**src/design/dispatch_pkg.sv**
```systemverilog
// Constants for the dispatch timer and low filter status block.
// Assumes a 250 MHz controller clock and a byte-wide register port.
package dispatch_pkg;
   localparam logic [11:0] ADDR_TOP_GUARD = 12'hB24;
   localparam logic [11:0] ADDR_BYTE2 = 12'hB25;
   localparam logic [11:0] ADDR_BYTE1 = 12'hB26;
   localparam logic [11:0] ADDR_BYTE0 = 12'hB27;
   localparam logic [7:0] RESET_BYTE = 8'h00;
   localparam logic [3:0] GUARD_RESET = 4'h0;
   localparam logic [27:0] PERIOD_RESET = 28'h0000000;
   localparam logic [7:0] MATCH_RESET = 8'h00;
   localparam logic [2:0] GUARD_UNLOCK = 3'h6;
   localparam int GUARD_POS = 4;
   localparam int PERIOD_W = 28;
   localparam int STEP_US = 200;
   localparam int CLK_MHZ = 250;
   localparam int STEP_CYCLES = STEP_US * CLK_MHZ;
endpackage

```
**src/design/can_dispatch_timer_filter_status.sv**
```systemverilog
// Dispatch timer registers overlaid on the low filter match status byte.
// Assumes synchronous byte register strobes and a one-cycle filter match pulse.
`timescale 1ns/1ps
`default_nettype none
module can_dispatch_timer_filter_status #(
   parameter int STEP_CYCLES = dispatch_pkg::STEP_CYCLES
) (
   input wire logic i_clk,
   input wire logic i_resetn,
   input wire logic i_silent,
   input wire logic [11:0] i_addr,
   input wire logic i_wr,
   input wire logic i_rd,
   input wire logic [7:0] i_wdata,
   input wire logic [7:0] i_filter_hit,
   output logic [7:0] o_rdata,
   output logic o_rvalid,
   output logic o_dispatch_req,
   output logic o_dispatch_on
);
   typedef struct packed {
      logic [3:0] guard;
      logic [27:0] period;
      logic [7:0] match;
      logic [27:0] ticks;
      logic [7:0] rdata;
      logic rvalid;
      logic req;
      logic on;
   } top_state_t;
   top_state_t state;
   top_state_t next_state;
   logic step_tick;
   logic unlocked;
   logic [7:0] rd_mux;

   step_divider #(
      .CYCLES(STEP_CYCLES)
   ) u_step (
      .i_clk(i_clk),
      .i_resetn(i_resetn),
      .i_run(state.on & ~i_silent),
      .o_tick(step_tick)
   );

   always_comb begin
      unlocked = ({state.guard[3], state.guard[1], state.guard[0]} == dispatch_pkg::GUARD_UNLOCK);
      rd_mux = 8'h00;
      if (i_silent) begin
         if (i_addr == dispatch_pkg::ADDR_TOP_GUARD) begin
            rd_mux = {state.guard, state.period[27:24]};
         end else if (i_addr == dispatch_pkg::ADDR_BYTE2) begin
            rd_mux = state.period[23:16];
         end else if (i_addr == dispatch_pkg::ADDR_BYTE1) begin
            rd_mux = state.period[15:8];
         end else if (i_addr == dispatch_pkg::ADDR_BYTE0) begin
            rd_mux = state.period[7:0];
         end
      end else if (i_addr == dispatch_pkg::ADDR_BYTE0) begin
         rd_mux = state.match;
      end
   end

   always_comb begin
      next_state = state;
      next_state.req = 1'b0;
      next_state.rvalid = i_rd;
      next_state.rdata = i_rd ? rd_mux : 8'h00;
      if (i_wr && i_silent) begin
         if (i_addr == dispatch_pkg::ADDR_TOP_GUARD) begin
            next_state.guard = i_wdata[7:dispatch_pkg::GUARD_POS];
            next_state.period[27:24] = i_wdata[3:0];
         end else if (i_addr == dispatch_pkg::ADDR_BYTE2 && unlocked) begin
            next_state.period[23:16] = i_wdata;
         end else if (i_addr == dispatch_pkg::ADDR_BYTE1 && unlocked) begin
            next_state.period[15:8] = i_wdata;
         end else if (i_addr == dispatch_pkg::ADDR_BYTE0 && unlocked) begin
            next_state.period[7:0] = i_wdata;
         end
      end
      next_state.match = state.match | i_filter_hit;
      next_state.on = (next_state.period != dispatch_pkg::PERIOD_RESET);
      if (!state.on || i_silent) begin
         next_state.ticks = 28'h0000000;
      end else if (step_tick) begin
         if (state.ticks + 28'h0000001 >= state.period) begin
            next_state.ticks = 28'h0000000;
            next_state.req = 1'b1;
         end else begin
            next_state.ticks = state.ticks + 28'h0000001;
         end
      end
   end

   always_ff @(posedge i_clk or negedge i_resetn) begin
      if (!i_resetn) begin
         state.guard <= dispatch_pkg::GUARD_RESET;
         state.period <= dispatch_pkg::PERIOD_RESET;
         state.match <= dispatch_pkg::MATCH_RESET;
         state.ticks <= 28'h0000000;
         state.rdata <= dispatch_pkg::RESET_BYTE;
         state.rvalid <= 1'b0;
         state.req <= 1'b0;
         state.on <= 1'b0;
      end else begin
         state <= next_state;
      end
   end

   assign o_rdata = state.rdata;
   assign o_rvalid = state.rvalid;
   assign o_dispatch_req = state.req;
   assign o_dispatch_on = state.on;

   a_match_sticky: assert property (@(posedge i_clk) disable iff (!i_resetn)
      ($past(i_filter_hit) & ~state.match) == 8'h00)
      else $error("Filter hit not recorded");
   a_op_no_write: assert property (@(posedge i_clk) disable iff (!i_resetn)
      (i_wr && !i_silent) |=> ($stable(state.period) && $stable(state.guard)))
      else $error("Operating mode write changed dispatch state");
   a_lock_byte0: assert property (@(posedge i_clk) disable iff (!i_resetn)
      (i_wr && i_silent && !unlocked && i_addr != dispatch_pkg::ADDR_TOP_GUARD) |=> $stable(state.period))
      else $error("Locked lower byte accepted a write");
   a_byte0_write: assert property (@(posedge i_clk) disable iff (!i_resetn)
      (i_wr && i_silent && unlocked && i_addr == dispatch_pkg::ADDR_BYTE0) |=> state.period[7:0] == $past(i_wdata))
      else $error("Unlocked byte 0 write lost");
   a_top_write: assert property (@(posedge i_clk) disable iff (!i_resetn)
      (i_wr && i_silent && i_addr == dispatch_pkg::ADDR_TOP_GUARD) |=> {state.guard, state.period[27:24]} == $past(i_wdata))
      else $error("Top byte write lost");
   a_op_read_match: assert property (@(posedge i_clk) disable iff (!i_resetn)
      (i_rd && !i_silent && i_addr == dispatch_pkg::ADDR_BYTE0) |=> o_rvalid && o_rdata == $past(state.match))
      else $error("Operating read of match byte wrong");
   a_silent_read: assert property (@(posedge i_clk) disable iff (!i_resetn)
      (i_rd && i_silent && i_addr == dispatch_pkg::ADDR_BYTE0) |=> o_rdata == $past(state.period[7:0]))
      else $error("Silent read did not return dispatch byte 0");
   a_zero_off: assert property (@(posedge i_clk) disable iff (!i_resetn)
      (state.period == 28'h0000000) |-> ##1 !o_dispatch_req)
      else $error("Dispatch request with zero period");
   a_req_cause: assert property (@(posedge i_clk) disable iff (!i_resetn)
      o_dispatch_req |-> $past(step_tick) && $past(state.on))
      else $error("Dispatch request without step tick");

   a_rvalid_pulse: assert property (@(posedge i_clk) disable iff (!i_resetn)
      i_rd
      |=> o_rvalid)
      else $error("Read strobe gave no valid pulse");

   a_rvalid_cause: assert property (@(posedge i_clk) disable iff (!i_resetn)
      o_rvalid
      |-> $past(i_rd))
      else $error("Valid pulse without read strobe");

   a_idle_rdata: assert property (@(posedge i_clk) disable iff (!i_resetn)
      !i_rd
      |=> o_rdata == 8'h00 && !o_rvalid)
      else $error("Read data not cleared between reads");

   a_op_read_upper: assert property (@(posedge i_clk) disable iff (!i_resetn)
      (i_rd && !i_silent && i_addr != dispatch_pkg::ADDR_BYTE0)
      |=> o_rdata == 8'h00)
      else $error("Operating read outside match byte not zero");

   a_top_read: assert property (@(posedge i_clk) disable iff (!i_resetn)
      (i_rd && i_silent && i_addr == dispatch_pkg::ADDR_TOP_GUARD)
      |=> o_rdata == $past({state.guard, state.period[27:24]}))
      else $error("Top byte read wrong");

   a_byte2_read: assert property (@(posedge i_clk) disable iff (!i_resetn)
      (i_rd && i_silent && i_addr == dispatch_pkg::ADDR_BYTE2)
      |=> o_rdata == $past(state.period[23:16]))
      else $error("Byte 2 read wrong");

   a_byte1_read: assert property (@(posedge i_clk) disable iff (!i_resetn)
      (i_rd && i_silent && i_addr == dispatch_pkg::ADDR_BYTE1)
      |=> o_rdata == $past(state.period[15:8]))
      else $error("Byte 1 read wrong");

   a_silent_unmapped: assert property (@(posedge i_clk) disable iff (!i_resetn)
      (i_rd && i_silent && (i_addr < dispatch_pkg::ADDR_TOP_GUARD || i_addr > dispatch_pkg::ADDR_BYTE0))
      |=> o_rdata == 8'h00)
      else $error("Unmapped silent read not zero");

   a_match_keep: assert property (@(posedge i_clk) disable iff (!i_resetn)
      (state.match & $past(state.match))
      == $past(state.match))
      else $error("Match bit cleared without reset");

   a_match_only_hit: assert property (@(posedge i_clk) disable iff (!i_resetn)
      (state.match & ~$past(state.match) & ~$past(i_filter_hit))
      == 8'h00)
      else $error("Match bit set without filter hit");

   a_match_no_write: assert property (@(posedge i_clk) disable iff (!i_resetn)
      (i_wr && !i_silent)
      |=> state.match == ($past(state.match) | $past(i_filter_hit)))
      else $error("Operating write changed match bits");

   a_byte2_write: assert property (@(posedge i_clk) disable iff (!i_resetn)
      (i_wr && i_silent && unlocked && i_addr == dispatch_pkg::ADDR_BYTE2)
      |=> state.period[23:16] == $past(i_wdata))
      else $error("Unlocked byte 2 write lost");

   a_byte1_write: assert property (@(posedge i_clk) disable iff (!i_resetn)
      (i_wr && i_silent && unlocked && i_addr == dispatch_pkg::ADDR_BYTE1)
      |=> state.period[15:8] == $past(i_wdata))
      else $error("Unlocked byte 1 write lost");

   a_byte2_only: assert property (@(posedge i_clk) disable iff (!i_resetn)
      (i_wr && i_silent && unlocked && i_addr == dispatch_pkg::ADDR_BYTE2)
      |=> $stable(state.guard) && $stable(state.period[27:24]) && $stable(state.period[15:0]))
      else $error("Byte 2 write disturbed other bits");

   a_byte1_only: assert property (@(posedge i_clk) disable iff (!i_resetn)
      (i_wr && i_silent && unlocked && i_addr == dispatch_pkg::ADDR_BYTE1)
      |=> $stable(state.guard) && $stable(state.period[27:16]) && $stable(state.period[7:0]))
      else $error("Byte 1 write disturbed other bits");

   a_byte0_only: assert property (@(posedge i_clk) disable iff (!i_resetn)
      (i_wr && i_silent && unlocked && i_addr == dispatch_pkg::ADDR_BYTE0)
      |=> $stable(state.guard) && $stable(state.period[27:8]))
      else $error("Byte 0 write disturbed other bits");

   a_top_only: assert property (@(posedge i_clk) disable iff (!i_resetn)
      (i_wr && i_silent && i_addr == dispatch_pkg::ADDR_TOP_GUARD)
      |=> $stable(state.period[23:0]))
      else $error("Top byte write disturbed lower bytes");

   a_guard_silent: assert property (@(posedge i_clk) disable iff (!i_resetn)
      !(i_wr && i_silent && i_addr == dispatch_pkg::ADDR_TOP_GUARD)
      |=> $stable(state.guard))
      else $error("Guard bits changed outside silent top write");

   a_period_hold: assert property (@(posedge i_clk) disable iff (!i_resetn)
      !(i_wr && i_silent)
      |=> $stable(state.period))
      else $error("Period changed outside silent write");

   a_on_level: assert property (@(posedge i_clk) disable iff (!i_resetn)
      o_dispatch_on
      == (state.period != 28'h0000000))
      else $error("Dispatch enable disagrees with period");

   a_req_pulse: assert property (@(posedge i_clk) disable iff (!i_resetn)
      o_dispatch_req
      |=> !o_dispatch_req)
      else $error("Dispatch request lasted more than one cycle");

   a_silent_no_req: assert property (@(posedge i_clk) disable iff (!i_resetn)
      i_silent
      |=> !o_dispatch_req)
      else $error("Dispatch request in silent mode");

   a_ticks_below: assert property (@(posedge i_clk) disable iff (!i_resetn)
      state.on
      |-> state.ticks < state.period)
      else $error("Period counter passed programmed value");

   a_ticks_clear: assert property (@(posedge i_clk) disable iff (!i_resetn)
      (i_silent || !state.on)
      |=> state.ticks == 28'h0000000)
      else $error("Period counter not held cleared");

   a_req_at_value: assert property (@(posedge i_clk) disable iff (!i_resetn)
      (step_tick && state.on && !i_silent && state.ticks == state.period - 28'h0000001)
      |=> o_dispatch_req && state.ticks == 28'h0000000)
      else $error("No request or restart at programmed value");

   a_tick_advance: assert property (@(posedge i_clk) disable iff (!i_resetn)
      (step_tick && state.on && !i_silent && state.ticks != state.period - 28'h0000001)
      |=> state.ticks == $past(state.ticks) + 28'h0000001 && !o_dispatch_req)
      else $error("Period counter did not advance on step");

   a_ticks_idle: assert property (@(posedge i_clk) disable iff (!i_resetn)
      (!step_tick && state.on && !i_silent)
      |=> $stable(state.ticks))
      else $error("Period counter moved without step");

   a_step_halt: assert property (@(posedge i_clk) disable iff (!i_resetn)
      (i_silent || !state.on)
      |=> !step_tick)
      else $error("Step tick while dispatch idle");

   a_step_run: assert property (@(posedge i_clk) disable iff (!i_resetn)
      step_tick
      |-> $past(state.on) && !$past(i_silent))
      else $error("Step tick without running dispatch");

   a_on_after_write: assert property (@(posedge i_clk) disable iff (!i_resetn)
      (i_wr && i_silent && unlocked && i_addr == dispatch_pkg::ADDR_BYTE0 && i_wdata != 8'h00)
      |=> o_dispatch_on)
      else $error("Nonzero period left dispatch off");

   a_zero_write_off: assert property (@(posedge i_clk) disable iff (!i_resetn)
      (i_wr && i_silent && i_addr == dispatch_pkg::ADDR_TOP_GUARD && i_wdata[3:0] == 4'h0 && state.period[23:0] == 24'h000000)
      |=> !o_dispatch_on)
      else $error("Zero period left dispatch on");
endmodule
`default_nettype wire

```
**src/design/step_divider.sv**
```systemverilog
// Step divider: one-cycle tick every CYCLES clocks.
// Assumes a single synchronous clock domain.
`timescale 1ns/1ps
`default_nettype none
module step_divider #(
   parameter int CYCLES = 50000
) (
   input wire logic i_clk,
   input wire logic i_resetn,
   input wire logic i_run,
   output logic o_tick
);
   typedef struct packed {
      logic [31:0] count;
      logic tick;
   } div_state_t;
   div_state_t state;
   div_state_t next_state;

   always_comb begin
      next_state = state;
      next_state.tick = 1'b0;
      if (!i_run) begin
         next_state.count = 32'h00000000;
      end else if (state.count == 32'(CYCLES - 1)) begin
         next_state.count = 32'h00000000;
         next_state.tick = 1'b1;
      end else begin
         next_state.count = state.count + 32'h00000001;
      end
   end

   always_ff @(posedge i_clk or negedge i_resetn) begin
      if (!i_resetn) begin
         state <= '0;
      end else begin
         state <= next_state;
      end
   end

   assign o_tick = state.tick;

   a_tick_spacing: assert property (@(posedge i_clk) disable iff (!i_resetn)
      o_tick |=> !o_tick)
      else $error("Step tick lasted more than one cycle");
endmodule
`default_nettype wire

```
**config.mk**
```make
export PLATFORM = sky130hd
export DESIGN_NAME = can_dispatch_timer_filter_status
export DESIGN_NICKNAME = d
export VERILOG_FILES = /design/src/design/dispatch_pkg.sv /design/src/design/can_dispatch_timer_filter_status.sv /design/src/design/step_divider.sv
export SDC_FILE = /design/constraint.sdc
export NUM_CORES = 1
export LEC_CHECK = 0
export BUFFER_PORTS_ARGS = -buffer_cell sky130_fd_sc_hd__buf_2
export CORE_MARGIN = 2
export CORE_UTILIZATION = 44
export CTS_BUF_LIST = sky130_fd_sc_hd__clkbuf_4 sky130_fd_sc_hd__clkbuf_8
export DETAILED_ROUTE_END_ITERATION = 12
export PLACE_DENSITY = 0.59
export SKIP_LAST_GASP = 1
export SYNTH_ARGS = -nofsm -noshare
export SYNTH_HDL_FRONTEND = slang
export SYNTH_SLANG_ARGS = --single-unit
```
**constraint.sdc**
```tcl
create_clock -name i_clk -period 7.3 [get_ports i_clk]
set_input_delay 1.095 -clock i_clk [delete_from_list [all_inputs] [get_ports i_clk]]
set_output_delay 1.095 -clock i_clk [all_outputs]
set_load 0.005 [all_outputs]
```
---- After elaboration in Yosys (flattened, before gate mapping) ----
Cells that the tools add are included.
cells by class
  $add $sub $neg .......................... 2
  magnitude comparators ................... 1
  equal/unequal tests ..................... 6
  multiplexer cells ....................... 25
  bitwise operators ....................... 3
  reduce and logical (&&, ||, !) cells .... 9
operators with widths
  operator                 count
  $mux W28                 4
  $mux W8                  11
  $mux W32                 2
  $eq A12 B12 Y1 const B   4
  $add A32 B1 Y32 const B  1
  $eq A32 B16 Y1 const B   1
  $add A28 B1 Y28 const B  1
  $ge A28 B28 Y1           1
  $reduce_bool A28 Y1      1
  $mux W24                 1
  $mux W16                 1
  $or A8 B8 Y8             1
  $mux W1                  5
  $logic_and A1 B1 Y1      4
  $mux W4                  1
  $eq A3 B3 Y1 const B     1
  $reduce_and A2 Y1        1
  $reduce_bool A2 Y1       1
  $and A1 B1 Y1            1
  $logic_not A1 Y1         1
  $logic_or A1 B1 Y1       1
  $not A1 Y1               1
word-level totals
  bits in registers ....................... 112
  bits of input ports ..................... 33
  output and inout bits ................... 11
  logic and storage cells ................. 56

---- Logic depth before layout (Yosys ltp) ----
  word-level depth ........................ 8
  gate-level depth with buffers ........... 16
  mapped depth without buffers ............ 13

---- Cells and area by module ----
From an unflattened synthesis, not the netlist that was laid out.
second synthesis, totals
  cell total of the unflattened synthesis .. 688
  area, all modules ....................... 6527.5 um^2
modules (own cells, without submodules)
  module                            times used  cells an instance  area each (um^2)
  can_dispatch_timer_filter_status  1           509                4817.1
  step_divider                      1           179                1710.4

---- Least setup slack after synthesis ----
OpenSTA, ideal clock, no wires.
  path kind ............................... register to register
  start ................................... register state[11] (netlist bit)
  end ..................................... register state[14] (netlist bit)
  library setup time ...................... 0.082 ns
  data arrival time ....................... 3.569 ns
  data required time ...................... 7.218 ns
  setup slack ............................. 3.649 ns
  stages on the path, launching flop included .. 15
  path through ............................ dfrtp_1 ha_1 nand4_1 or4_1 buf_2 nor4_4 xnor2_1 ha_1 nand4_1 nor3_1 a221o_1 a211oi_1 clkbuf_1 nand4_1 a31oi_1
on the way
  word-level cells in the longest chain between the ends .. 5
ends and longest elaborated chain
  element                 RTL line                                                                        RTL
  start, declared         can_dispatch_timer_filter_status.sv:31                                          top_state_t state;
  start signal, assigned  can_dispatch_timer_filter_status.sv:106                                         state <= next_state;
  $add A28 B1 Y28 *       can_dispatch_timer_filter_status.sv:86, can_dispatch_timer_filter_status.sv:90
  $ge A28 B28 Y1          can_dispatch_timer_filter_status.sv:86                                          if (state.ticks + 28'h0000001 >= state.period) begin
  $mux W28 *              can_dispatch_timer_filter_status.sv:86
  $mux W28 *              can_dispatch_timer_filter_status.sv:85                                          end else if (step_tick) begin
  $mux W28 *              can_dispatch_timer_filter_status.sv:83                                          if (!state.on || i_silent) begin
Mark *: on every way between the ends. The rest lies on a longest branch, timed or not. The select of a mux whose other input is x is not followed.
A chain may end at the register's enable or synchronous reset.

---- Final worst setup path ----
  start ................................... register state[13] (netlist bit)
  end ..................................... register state[28] (netlist bit)
Same word-level chain as after synthesis.

==> impl_metrics.tcl <==
set metrics [dict create \
    synthSimpleGateAreaFrac 0.240 \
    worstPathCellList "and3_1, nand3_1, nor3_1, xor2_1, ha_1, a211oi_1, nand2_1, a2111oi_0, or3_1, nand2_1, o32ai_1" \
    firstDrtPassIters 5 \
    synth-edff-count 0 \
    worstPathRequired_ns 7.59 \
    grt_pass1_vias 5047 \
    die_y_um 126 \
    postCtsHoldBufs 0 \
    total_leakage_power_nw 3.09 \
    wirelength_mm 15.6 \
    syn_avg_cell_area_um2 9.62 \
    synthMuxAreaShare 0.0865 \
    initial_core_util 0.452 \
    portBuffers 43 \
    reg2regPathDepth 11 \
    slew_headroom 0.256 \
    final_cell_mix "dfrtp_1, nand2_1, nor2_1" \
    clkTransAtPathRegs_ns 0.11 \
    gp_congestion 0.840 \
    vias_per_cell 5.75 \
    outcome "finished, final reports clean" \
    grt_max_degree 58 \
    tns_ns 0 \
    drv_slew 0 \
    fin_crit_sh 0.615 \
    overflow 0 \
    drive_above_1_share 0.175 \
    grt_pass1_wl_mm 26.2 \
    cts_max_path_buffers 2 \
    synth_ff_type "dfrtp_1" \
    cp_max_fo 31 \
    hpwl_mm 11.1 \
    synth_seq_cells 112 \
    grt_use_total 0.203 \
    synthesis.area_um2 6590 \
    synth_cells 685 \
    antenna_left 0 \
    drt_iter0_drc 361 \
    synth_top_family_by_area "simple AND/OR/NAND/NOR gates" \
    max_cap_viol_count 0 \
    path_class "flip-flop to flip-flop" \
    synthAdderAreaFrac 0.0569 \
    tightest_slew_ns 1.12 \
    min_period_ns 4.49 \
    crit_top_cell "nand2_1" \
    post_cts_resized 0 \
    ir_worst_vdd_uv 83.0 \
    hold_violations 0 \
    crit_family "simple AND/OR/NAND/NOR gates" \
    antenna_found_initial 0 \
    final_net_count 769 \
    synth-xor-area-share 0.0717 \
    finalNonFillerCells 894 \
    htreeDepth 3 \
    pwr_density_cell_nw_per_um2 143 \
    postCtsSetupRepairBufs 0 \
    whs_ns 0.485 \
    final_common_cell "dfrtp_1" \
    antenna_cells 0 \
    top_level_ports 44 \
    cts_root_buffer "clkbuf_8" \
    rsz0062_at_grt "no" \
    num_vias 5137 \
    drc 0 \
    finClkSkew_ns 0.0161 \
    ys_warn_count 0 \
    cpMaxStageDelayCell "or3_1" \
    synth-seq-area-share 0.425 \
    design.die.area_um2 16000 \
    whs_path_depth 1 \
    area_growth_syn_to_layout_pct 7.59 \
    die_w_um 126 \
    clkLatencyLatePin_ns 0.40 \
    cp.buffers_inverters 0 \
    core_um2 14600 \
    synth_nets 748 \
    fin_util 0.486 \
    clock-sinks 112 \
    yosysUniqueCellTypes 53 \
    max_stage_delay_ns 0.96 \
    placed_cells 879 \
    setup_viol 0 \
    fmaxAchievable_mhz 223 \
    wire_per_inst_um 17.4 \
    end_kind "flip-flop" \
    multi_input_area_um2 3460 \
    cts_tree "done" \
    critPathArrivalTime_ns 4.78 \
    cp.depth 11 \
    cp-start-kind "flip-flop" \
    synth-compound-area-share 0.0664 \
    min_path_type "flip-flop to flip-flop" \
    core.rowCount 44 \
    ys_async_sr_fraction 1.00 \
    num-fill-cells 1386 \
    final-seq-area_um2 2800 \
    cts_made_buffers 9 \
]
[cell type report]
cell class / count / share of cell area
timing repair buffer: 48 / 0.0360
clock buffer: 10 / 0.0194
inverter: 46 / 0.0243
sequential: 112 / 0.395
tap: 184 / 0.0325
multi-input combinational: 489 / 0.487
clock inverter: 5 / 0.00547
[through the flow]
| stage | instance area [µm²] | worst slack, ns | total power, mW |
|---|---|---|---|
| floorplan | 6590 | 3.65 | 0.643 |
| global placement | 6920 | 2.88 | 0.670 |
| detailed placement | 6920 | 2.77 | 0.670 |
| CTS | 7090 | 2.79 | 1.03 |
| global route | 7090 | 2.39 | 1.06 |
| finish | 7090 | 2.81 | 1.02 |
[worst register-to-register path, delay by kind of cell (launching register included)]
family                   cells  cell delay [ns]
XOR/XNOR                     1             0.27
flip-flops                   1             0.50
AND/OR/NAND/NOR              6             2.16
adder cells (fa/ha/maj)      1             0.31
AO/OA/AOI/OAI                3             1.15
[cell families after synthesis]
kind of cell	after synthesis
AND/OR/NAND/NOR	289
flip-flops	112
buffers and inverters	84
AO/OA/AOI/OAI	73
XOR/XNOR	54
multiplexers	43
adder cells (fa/ha/maj)	30
[Yosys cell counts, drive strengths merged, types with 2 or more instances]
cell type / instances / share of area
nand2: 61 / 0.035
a211oi: 3 / 0.0034
nor2b: 6 / 0.0057
o21a: 2 / 0.0023
nand4: 35 / 0.037
nor3: 28 / 0.023
o32ai: 4 / 0.0053
xor2: 30 / 0.040
clkbuf: 25 / 0.014
inv: 45 / 0.026
or2: 12 / 0.012
o21ai: 19 / 0.014
a31oi: 5 / 0.0047
o211ai: 9 / 0.010
mux2i: 3 / 0.0046
a21oi: 26 / 0.020
nor4: 18 / 0.022
nor2: 48 / 0.027
nand2b: 2 / 0.0019
dfrtp: 112 / 0.43
ha: 30 / 0.057
nand4b: 4 / 0.0063
o31ai: 2 / 0.0023
and3: 17 / 0.016
nand3: 38 / 0.029
or4: 3 / 0.0034
nor4b: 4 / 0.0053
buf: 13 / 0.013
mux4: 8 / 0.027
xnor2: 24 / 0.032
and4: 8 / 0.011
mux2: 32 / 0.055
[flip-flops by register name, indices dropped and copies added (netlist names)]
name and count:
o_rvalid 1, state 68, u_step.state 32, o_dispatch_on 1
o_dispatch_req 1, u_step.o_tick 1, o_rdata 8
[final timing paths]
kind                                           startpoint                        end  slack [ns]
worst min register to register  u_step.state[1]$_DFF_PN0_  u_step.state[1]$_DFF_PN0_        0.49
worst max-delay path                state[13]$_DFFE_PN0P_      state[28]$_DFFE_PN0P_        2.81
min in group asynchronous                        i_resetn       o_rdata[4]$_DFF_PN0_        0.74
worst max register to register      state[13]$_DFFE_PN0P_      state[28]$_DFFE_PN0P_        2.81
max in group asynchronous                        i_resetn      state[34]$_DFFE_PN0P_        5.36
worst min-delay path            u_step.state[1]$_DFF_PN0_  u_step.state[1]$_DFF_PN0_        0.49
[per-layer routing]
metal,up-vias,GRT usage,part of all wire
li1,2459,-,-
met3,15,0.0481,0.055
met5,-,0,0
met2,136,0.317,0.46
met4,0,0.0414,0.012
met1,2527,0.290,0.47
[power breakdown]
group / internal (mW) / switching [mW] / total, mW
Clock: 0.135 / 0.226 / 0.361
Sequential: 0.620 / 0.000199 / 0.621
Combinational: 0.0108 / 0.0252 / 0.0361
Total: 0.766 / 0.251 / 1.02
Power figures use the tool's default switching activity.
